### src/pfbi_defs.svh
// timing counts and field constants for the parallel flash bus host controller
`ifndef PFBI_DEFS_SVH
`define PFBI_DEFS_SVH

// =====================================================================
// clock
`define PFBI_CLK_NS          10
// =====================================================================
// timing in ns and derived cycle counts (least times round up)
`define PFBI_RESET_NS        500
`define PFBI_RESET_CYC       ((`PFBI_RESET_NS + `PFBI_CLK_NS - 1) / `PFBI_CLK_NS)
`define PFBI_RECOVER_NS      50
`define PFBI_RECOVER_CYC     ((`PFBI_RECOVER_NS + `PFBI_CLK_NS - 1) / `PFBI_CLK_NS)
`define PFBI_RAMP_NS         500
`define PFBI_RAMP_CYC        ((`PFBI_RAMP_NS + `PFBI_CLK_NS - 1) / `PFBI_CLK_NS + 1)
`define PFBI_PROT_NS         100000
`define PFBI_PROT_CYC        ((`PFBI_PROT_NS + `PFBI_CLK_NS - 1) / `PFBI_CLK_NS)
`define PFBI_STROBE_CYC      8
// =====================================================================
// protection verify value and idle bus data
`define PFBI_PROT_YES        8'h01
`define PFBI_IDLE_DATA       16'h0000

`endif

### src/pfbi_pkg.sv
// types for the parallel flash bus host controller
package pfbi_pkg;
  typedef enum logic [3:0] {
    PFBI_OP_READ     = 4'h0,
    PFBI_OP_WRITE    = 4'h1,
    PFBI_OP_RESET    = 4'h2,
    PFBI_OP_SIG      = 4'h3,
    PFBI_OP_PVERIFY  = 4'h4,
    PFBI_OP_PROTECT  = 4'h5,
    PFBI_OP_UNPROT   = 4'h6,
    PFBI_OP_TMP_ON   = 4'h7,
    PFBI_OP_TMP_OFF  = 4'h8
  } pfbi_op_t;

  typedef enum logic [2:0] {
    PFBI_IDLE   = 3'b000,
    PFBI_SETUP  = 3'b001,
    PFBI_STROBE = 3'b010,
    PFBI_HOLD   = 3'b011,
    PFBI_LONG   = 3'b100,
    PFBI_WAIT   = 3'b101,
    PFBI_DONE   = 3'b110
  } pfbi_state_t;
endpackage : pfbi_pkg
### src/pfbi_host.sv
// host-side bus controller driving a parallel boot-block flash through its pins
`timescale 1ns/1ps
`include "pfbi_defs.svh"

// =====================================================================
// Functional notes
// (RULE1) device latches address on the later falling edge of select or write strobe
// (RULE2) device latches data on the earlier rising edge of select or write strobe
// (RULE3) byte mode uses low eight lines, line 15 carries address lsb
// (RULE4) word mode upper byte ignored for commands and status
// (RULE5) device drives data only with select and output gate both low
// (RULE6) host writes with select low, write strobe low, output gate high
// (RULE7) output gate and write strobe high keep device outputs floating
// (RULE8) select high with engine idle puts device in standby, outputs float
// (RULE9) after 150ns idle device enters pseudo-standby, still driving outputs
// (RULE10) busy low while programming or erasing, only suspend accepted
// (RULE11) ready high when idle, suspended or standby; output is open drain
// (RULE12) host holds reset low at least 500ns
// (RULE13) after reset from read or standby, operations accepted 50ns later
// (RULE14) reset during program or erase holds busy low for 10us
// (RULE15) reset during program or erase corrupts affected data
// (RULE16) high voltage on reset pin unprotects; host ramps it slower than 500ns
// (RULE17) address bit9 high voltage reads manufacturer or device code
// (RULE18) signature by command: upper byte 00h in word mode, float in byte mode
// (RULE19) protect: bit9 and gate high voltage, write strobe low 100us
// (RULE20) protect verify reads 01h for a protected block
// (RULE21) device ignores program or erase to protected blocks
// (RULE22) unprotect drives select and gate to high voltage too
// (RULE23) bad command sequence returns device to read array
// (RULE24) high-voltage pins carry a separate elevated-level qualifier
module pfbi_host
  import pfbi_pkg::*;
#(
  parameter int unsigned PROT_CYC = `PFBI_PROT_CYC
) (
  // clock and reset
  input  wire logic        sys_clk_i,
  input  wire logic        rstn_i,
  // user request
  input  wire logic        req_i,
  input  wire pfbi_op_t    op_i,
  input  wire logic        byte_mode_i,
  input  wire logic [16:0] addr_i,
  input  wire logic [15:0] wdata_i,
  output logic             busy_o,
  output logic             done_o,
  output logic [15:0]      rdata_o,
  output logic             dev_ready_o,
  // flash pins
  output logic             chip_select_n_o,
  output logic             chip_select_hv_o,
  output logic             output_gate_n_o,
  output logic             output_gate_hv_o,
  output logic             write_strobe_n_o,
  output logic             reset_unprotect_n_o,
  output logic             reset_unprotect_hv_o,
  output logic             byte_sel_o,
  output logic [15:0]      addr_o,
  output logic             addr_bit9_hv_o,
  input  wire logic [15:0] dq_i,
  output logic [15:0]      dq_o,
  output logic [15:0]      dq_oe_n_o,
  input  wire logic        ready_busy_n_i
);

  pfbi_state_t state;
  pfbi_op_t    op;
  logic [16:0] cnt;
  logic [15:0] dq_s1, dq_s2;
  logic        rb_s1, rb_s2;

  function automatic logic [16:0] cyc17(input int unsigned v);
    cyc17 = v[16:0];
  endfunction : cyc17

  // =====================================================================
  // pin synchronisers: sampled data only read once stable
  always_ff @(posedge sys_clk_i or negedge rstn_i) begin
    if (!rstn_i) begin
      dq_s1 <= 16'h0000;
      dq_s2 <= 16'h0000;
      rb_s1 <= 1'b1;
      rb_s2 <= 1'b1;
    end else begin
      dq_s1 <= dq_i;
      dq_s2 <= dq_s1;
      rb_s1 <= ready_busy_n_i;
      rb_s2 <= rb_s1;
    end
  end

  always_ff @(posedge sys_clk_i or negedge rstn_i) begin
    if (!rstn_i) dev_ready_o <= 1'b1;
    else         dev_ready_o <= rb_s2; // [RULE10] [RULE11] [RULE14]
  end

  // =====================================================================
  // sequencer
  always_ff @(posedge sys_clk_i or negedge rstn_i) begin
    if (!rstn_i) begin
      state <= PFBI_IDLE;
      op    <= PFBI_OP_READ;
      cnt   <= 17'h0_0000;
    end else begin
      case (state)
        PFBI_IDLE: begin
          if (req_i) begin
            op    <= op_i;
            cnt   <= cyc17(`PFBI_STROBE_CYC);
            state <= PFBI_SETUP;
          end
        end
        PFBI_SETUP: begin
          // new cycles wait for device ready, except reset and the temporary unprotect off request
          if (rb_s2 || op == PFBI_OP_RESET || op == PFBI_OP_TMP_OFF) begin
            case (op)
              PFBI_OP_RESET:   cnt <= cyc17(`PFBI_RESET_CYC);      // [RULE12]
              PFBI_OP_TMP_ON,
              PFBI_OP_TMP_OFF: cnt <= cyc17(`PFBI_RAMP_CYC);       // [RULE16]
              PFBI_OP_PROTECT,
              PFBI_OP_UNPROT:  cnt <= cyc17(PROT_CYC);             // [RULE19]
              default:         cnt <= cyc17(`PFBI_STROBE_CYC);
            endcase
            state <= PFBI_STROBE;
          end
        end
        PFBI_STROBE: begin
          if (cnt <= 17'h0_0001) begin
            cnt   <= cyc17(`PFBI_RECOVER_CYC);
            state <= (op == PFBI_OP_RESET) ? PFBI_WAIT : PFBI_HOLD;
          end else begin
            cnt <= cnt - 17'h0_0001;
          end
        end
        PFBI_HOLD: begin
          state <= PFBI_DONE;
        end
        PFBI_WAIT: begin
          // recovery after reset release; long reset also waits for ready rise
          if (cnt > 17'h0_0001) cnt <= cnt - 17'h0_0001;  // [RULE13]
          else if (rb_s2)       state <= PFBI_DONE;       // [RULE14]
        end
        PFBI_DONE: begin
          state <= PFBI_IDLE;
        end
        default: state <= PFBI_IDLE;
      endcase
    end
  end

  // =====================================================================
  // pin drive
  logic active;
  assign active = (state == PFBI_STROBE);

  always_ff @(posedge sys_clk_i or negedge rstn_i) begin
    if (!rstn_i) begin
      chip_select_n_o     <= 1'b1;
      chip_select_hv_o    <= 1'b0;
      output_gate_n_o     <= 1'b1;
      output_gate_hv_o    <= 1'b0;
      write_strobe_n_o    <= 1'b1;
      reset_unprotect_n_o <= 1'b1;
      byte_sel_o          <= 1'b1;
      addr_o              <= 16'h0000;
      addr_bit9_hv_o      <= 1'b0;
      dq_o                <= `PFBI_IDLE_DATA;
      dq_oe_n_o           <= 16'hFFFF;
    end else begin
      chip_select_n_o  <= 1'b1;                                    // [RULE8]
      chip_select_hv_o <= 1'b0;
      output_gate_n_o  <= 1'b1;                                    // [RULE7]
      output_gate_hv_o <= 1'b0;
      write_strobe_n_o <= 1'b1;
      addr_bit9_hv_o   <= 1'b0;
      dq_oe_n_o        <= 16'hFFFF;
      reset_unprotect_n_o <= 1'b1;
      // hold keeps address, data and hv levels one cycle past the strobe rise
      if (state == PFBI_SETUP || state == PFBI_HOLD || active) begin
        byte_sel_o <= ~byte_mode_i;
        addr_o     <= addr_i[16:1];
        case (op)
          PFBI_OP_WRITE: begin
            chip_select_n_o  <= 1'b0;                              // [RULE6]
            write_strobe_n_o <= ~active;                           // [RULE1] [RULE2]
            dq_o             <= byte_mode_i ? {addr_i[0], 7'h00, wdata_i[7:0]} : wdata_i;
            dq_oe_n_o        <= byte_mode_i ? 16'h7F00 : 16'h0000; // [RULE3] [RULE4]
          end
          PFBI_OP_READ, PFBI_OP_SIG, PFBI_OP_PVERIFY: begin
            chip_select_n_o <= 1'b0;
            output_gate_n_o <= ~active;                            // [RULE5]
            addr_bit9_hv_o  <= (op != PFBI_OP_READ);               // [RULE17] [RULE24]
            if (op == PFBI_OP_PVERIFY) begin
              addr_o[1:0] <= 2'b10;                                // [RULE20]
              addr_o[6]   <= 1'b0;
            end
            if (byte_mode_i) begin
              dq_o      <= {addr_i[0], 15'h0000};
              dq_oe_n_o <= 16'h7FFF;                               // [RULE3]
            end
          end
          PFBI_OP_PROTECT, PFBI_OP_UNPROT: begin
            chip_select_n_o  <= (op == PFBI_OP_UNPROT);
            chip_select_hv_o <= (op == PFBI_OP_UNPROT);            // [RULE22]
            output_gate_hv_o <= 1'b1;                              // [RULE19]
            addr_bit9_hv_o   <= 1'b1;
            write_strobe_n_o <= ~active;
            if (op == PFBI_OP_UNPROT) begin
              addr_o[12] <= 1'b1;
              addr_o[15] <= 1'b1;
            end
          end
          PFBI_OP_RESET: reset_unprotect_n_o <= ~active;           // [RULE12]
          default: ;
        endcase
      end else if (state == PFBI_WAIT) begin
        chip_select_n_o <= 1'b1;
      end
    end
  end

  // temporary unprotect level held until the off request or a reset request; ramp time spent in strobe
  always_ff @(posedge sys_clk_i or negedge rstn_i) begin
    if (!rstn_i) reset_unprotect_hv_o <= 1'b0;
    else if (state == PFBI_STROBE && cnt == 17'h0_0001 && op == PFBI_OP_TMP_ON) reset_unprotect_hv_o <= 1'b1; // [RULE16]
    else if (state == PFBI_SETUP && op == PFBI_OP_TMP_OFF) reset_unprotect_hv_o <= 1'b0;
    else if (state == PFBI_SETUP && op == PFBI_OP_RESET) reset_unprotect_hv_o <= 1'b0;
  end

  // =====================================================================
  // status and read data
  always_ff @(posedge sys_clk_i or negedge rstn_i) begin
    if (!rstn_i) begin
      busy_o  <= 1'b0;
      done_o  <= 1'b0;
      rdata_o <= 16'h0000;
    end else begin
      busy_o <= (state != PFBI_IDLE && state != PFBI_DONE) || (state == PFBI_IDLE && req_i);
      done_o <= (state == PFBI_HOLD) || (state == PFBI_WAIT && cnt <= 17'h0_0001 && rb_s2);
      if (state == PFBI_HOLD && (op == PFBI_OP_READ || op == PFBI_OP_SIG || op == PFBI_OP_PVERIFY))
        rdata_o <= byte_mode_i ? {8'h00, dq_s2[7:0]} : dq_s2;      // [RULE18]
    end
  end

  // =====================================================================
  // checks
  a_write_gate_high: assert property (@(posedge sys_clk_i) disable iff (!rstn_i)
    !write_strobe_n_o |-> (output_gate_n_o && !(chip_select_n_o && !chip_select_hv_o))) // [RULE6]
    else $error("write strobe low without proper gate or select");
  a_reset_pulse_len: assert property (@(posedge sys_clk_i) disable iff (!rstn_i)
    $fell(reset_unprotect_n_o) |-> !reset_unprotect_n_o [*8]) // [RULE12]
    else $error("reset pulse too short");
  a_protect_hv_pins: assert property (@(posedge sys_clk_i) disable iff (!rstn_i)
    (!write_strobe_n_o && output_gate_hv_o) |-> addr_bit9_hv_o) // [RULE19]
    else $error("protect strobe without bit9 high voltage");
  a_unprot_sel_hv: assert property (@(posedge sys_clk_i) disable iff (!rstn_i)
    (chip_select_hv_o) |-> output_gate_hv_o && addr_o[15] && addr_o[12]) // [RULE22]
    else $error("unprotect without gate high voltage");
  a_no_read_write: assert property (@(posedge sys_clk_i) disable iff (!rstn_i)
    !output_gate_n_o |-> write_strobe_n_o && dq_oe_n_o[7:0] == 8'hFF) // [RULE5]
    else $error("bus contention on read");
  a_byte_float_hi: assert property (@(posedge sys_clk_i) disable iff (!rstn_i)
    (!byte_sel_o && !chip_select_n_o) |-> dq_oe_n_o[14:8] == 7'h7F) // [RULE3]
    else $error("upper lines driven in byte mode");
  a_reset_done_wait: assert property (@(posedge sys_clk_i) disable iff (!rstn_i)
    $rose(reset_unprotect_n_o) |-> !done_o [*4]) // [RULE13]
    else $error("reset recovery too short");
  a_sel_idle_high: assert property (@(posedge sys_clk_i) disable iff (!rstn_i)
    (state == PFBI_IDLE) |=> chip_select_n_o) // [RULE8]
    else $error("select low while idle");

  c_write:   cover property (@(posedge sys_clk_i) disable iff (!rstn_i) $rose(write_strobe_n_o) && output_gate_n_o);
  c_read:    cover property (@(posedge sys_clk_i) disable iff (!rstn_i) $rose(output_gate_n_o));
  c_reset:   cover property (@(posedge sys_clk_i) disable iff (!rstn_i) $rose(reset_unprotect_n_o));
  c_protect: cover property (@(posedge sys_clk_i) disable iff (!rstn_i) $rose(write_strobe_n_o) && output_gate_hv_o);

endmodule : pfbi_host

### config.mk
export PLATFORM = sky130hd
export DESIGN_NAME = pfbi_host
export DESIGN_NICKNAME = d
export VERILOG_FILES = /design/src/pfbi_pkg.sv /design/src/pfbi_host.sv
export VERILOG_INCLUDE_DIRS = /design/src
export SDC_FILE = /design/constraint.sdc
export NUM_CORES = 1
export LEC_CHECK = 0
export BUFFER_PORTS_ARGS = -buffer_cell sky130_fd_sc_hd__buf_2
export CAP_MARGIN = 20
export CORE_ASPECT_RATIO = 0.5
export CORE_MARGIN = 2
export CORE_UTILIZATION = 40
export DETAILED_ROUTE_END_ITERATION = 8
export PLACE_DENSITY = 0.67
export SYNTH_ARGS = -nofsm -noshare
export SYNTH_HDL_FRONTEND = slang
export SYNTH_SLANG_ARGS = --single-unit
### constraint.sdc
create_clock -name sys_clk_i -period 3.69 [get_ports sys_clk_i]
set_input_delay 0 -clock sys_clk_i [delete_from_list [all_inputs] [get_ports sys_clk_i]]
set_output_delay 0 -clock sys_clk_i [all_outputs]
set_load 0.005 [all_outputs]
==> run metrics <==
worst hold path type input pin to asynchronous set/reset pin; fillcell total 1008; initial antenna violation count 0; initial DRC count 224; DRC 0; cts repair resizes 0; Routed WL per cell 15.0 um; WL final 12000 um; CP top delay family simple AND/OR/NAND/NOR gates; critical path arrival 3060 ps; max frequency 360 MHz; most frequent cell after synthesis dfrtp_1; DR vias 4034; vias per cell 5.02; Slew @ Worst Pin 888 ps; crit path max fanout 12; post-synth cell types 59; Seq/Total Area, Yosys 60.4%; Tot GR Track Use 18.9%; Inserted Clock Buffers 17; CP endpoint kind flip-flop; Detail Route Antenna Nets 0; die area 0.0136 mm^2; vias in the first global route 4097; routability congestion estimate 0.812; pwr dens 758 mW/mm^2; drt pass-1 iters 4; Initial Util 41.8%; clock sinks 121; clk slew on worst S/H paths 60 ps; Worst Path Buf+Inv 1; Core ar. 0.0121 mm^2; Worst path max stage delay 670 ps; Avg Cell Area, Syn 11.3 um^2; YS warnings 0; ranking of synthesized cells by area dfrtp_1 55%, dfstp_2 5.7%, mux2_2 5.1%, nand2_1 3.8%, o21ai_0 3.3%; Post-synth top flop dfrtp_1; EDFF count, synth 0; top cell type by total area after synthesis dfrtp_1; Post-Synthesis Cells 446; Congestion Overflow GR 0; final layout net count 685; setup TNS 0 ps; Slew Limit Fails 0; crit path time final 2780 ps; dpl hpwl 7760 um; Hold Vio Cnt, Final 0; Die X 163 um; Async S/R FF share, synth 100%; # H-tree levels 4; largest net degree at the start of global routing 65; Final Util 57.6%; Netlist Area Pre-Place 0.00504 mm^2; layout cells sized above 1 33.7%; Worst VDD drop 0.000419 V; clk_lat worst skew 410 ps; ant diodes 0; outcome complete, no violations; CTS tree yes; relative slew slack 40.2%; DP Cell Count 713; PortBufs 133; Max clock buf depth 2; Synth top area share 54.7%; final setup vio count 0; Crit path required time 3970 ps; Min Hold Slack 217 ps; crit-path cells or4_1 -> or3_1 -> nor3_2 -> buf_4 -> nor4_1 -> mux2i_1; Startpoint Class flip-flop; Chip Height 83.3 um; IO Count 134; Root Buffer clkbuf_16; Setup CP Type flip-flop to flip-flop; P_leak 3.21 nW; first-pass GRT wire length 20400 um; flops & latches, synth 121; crit share post-route 75.3%; Placement Rows 28; synthesis-to-layout area growth 37.8%; Syn Nets 506; Setup Skew 7.72 ps; fin cells 803; RSZ-0062 raised after global routing false; Crit-path slowest cell nor3_2; commonest cells in the netlist 110 x dfrtp_1, 51 x nand2_1, 33 x o21ai_0; MaxCap Viol Count 0
-- worst paths after layout --
check / from / endpoint / slack (ps) / cells after the start
max: cnt[9]$_DFFE_PN0P_ / cnt[14]$_DFFE_PN0P_ / 910 / 6
min: rstn_i / addr_o[11]$_DFFE_PN0N_ / 220 / 2
max reg2reg: cnt[9]$_DFFE_PN0P_ / cnt[14]$_DFFE_PN0P_ / 910 / 6
min reg2reg: dq_s1[14]$_DFF_PN0_ / dq_s2[14]$_DFF_PN0_ / 350 / 0
max in group asynchronous: rstn_i / byte_sel_o$_DFFE_PN1N_ / 2540 / 3
min in group sys_clk_i: dq_i[10] / dq_s1[10]$_DFF_PN0_ / 220 / 2
-- flip-flops by register name, summed over array words and instances, names as in the netlist, 3 cells and up --
| signal | flops |
|---|---|
| op | 4 |
| dq_s1 | 16 |
| cnt | 17 |
| dq_oe_n_o | 3 |
| state | 3 |
| addr_o | 16 |
| dq_o | 16 |
| dq_s2 | 16 |
| rdata_o | 16 |
-- logic make-up (layout without fill, tap and decap cells) --
kind of cell / Yosys count / count (layout) / share of synthesized area [%]
adders and majority gates: 2 / 2 / 0.497
AOI/OAI and AO/OA: 111 / 111 / 14.4
DFF: 121 / 121 / 60.4
xor gates and xnor gates: 2 / 2 / 0.348
and+or+nand+nor: 134 / 134 / 13.5
buffers and inverters: 50 / 242 / 5.07
muxes: 26 / 26 / 5.74
-- per-layer routing --
layer | wire, um | share of wire (%) | vias to the layer above | global-route usage (%)
li1 | - | - | 1933 | -
met4 | 264 | 2.2 | 0 | 8.45
met5 | 0 | 0 | - | 0
met3 | 445 | 3.7 | 22 | 3.60
met1 | 5140 | 43 | 1973 | 23.9
met2 | 6200 | 51 | 106 | 31.8
-- area by class of cell --
cell class / count / area [um^2] / area share (%)
clock buffers: 17 / 425 / 6.13
clock inverters: 15 / 180 / 2.60
inverters: 14 / 52.6 / 0.757
multi-input cells: 275 / 1740 / 25.1
flip-flops and latches: 121 / 3040 / 43.8
well taps: 165 / 206 / 2.97
repair buffers: 196 / 1290 / 18.6
-- worst reg2reg max path, delay by kind of cell (launching register included) --
family | cells | cell delay, ps
buffers and inverters | 1 | 300
flip-flops | 1 | 420
multiplexers | 1 | 120
AND/OR/NAND/NOR | 4 | 1820
-- power by group --
| part | switching (mW) | internal, mW |
|---|---|---|
| Clock | 0.660 | 1.02 |
| Sequential | 0.282 | 1.72 |
| Combinational | 0.848 | 0.732 |
| Total | 1.79 | 3.47 |
-- layout by cell type, fill, tap and decap left out, types with 3 or more instances in the layout --
cell type	synthesis	final
inv_1	12	12
nand2_1	51	51
or3_1	8	8
o31ai_1	4	4
clkbuf_16	0	17
nand3_1	5	5
o21ai_0	33	33
nor2_1	23	23
nand2b_1	8	8
o21bai_1	5	4
or4_1	7	7
inv_8	0	3
a21oi_1	20	20
nor2b_1	4	4
o22ai_1	9	9
dfrtp_1	110	110
buf_4	14	6
a22o_1	9	9
dfstp_2	11	11
nand3b_1	3	3
buf_2	0	132
mux2_2	23	23
dlygate4sd3_1	0	57
mux2i_1	3	3
inv_6	0	6
nor3_1	8	8
clkinv_4	0	3
a211oi_1	5	5
-- stage by stage --
step                      total power [mW]  setup slack [ps]  area [um^2]
after floorplan                       2.98              1450         5040
after global placement                3.48              1030         5750
after detailed placement              3.52               942         5750
final                                 5.26               911         6940
after global routing                  5.60               741         6940
after CTS                             5.29               925         6930
-- repair_timing --
action | 4_1_cts | 5_1_grt
setup buffers | 0 | 0
hold buffers | 57 | 0
endpoints found under the hold margin | 114 | 0
No activity file was read; power rests on OpenSTA's default activity.
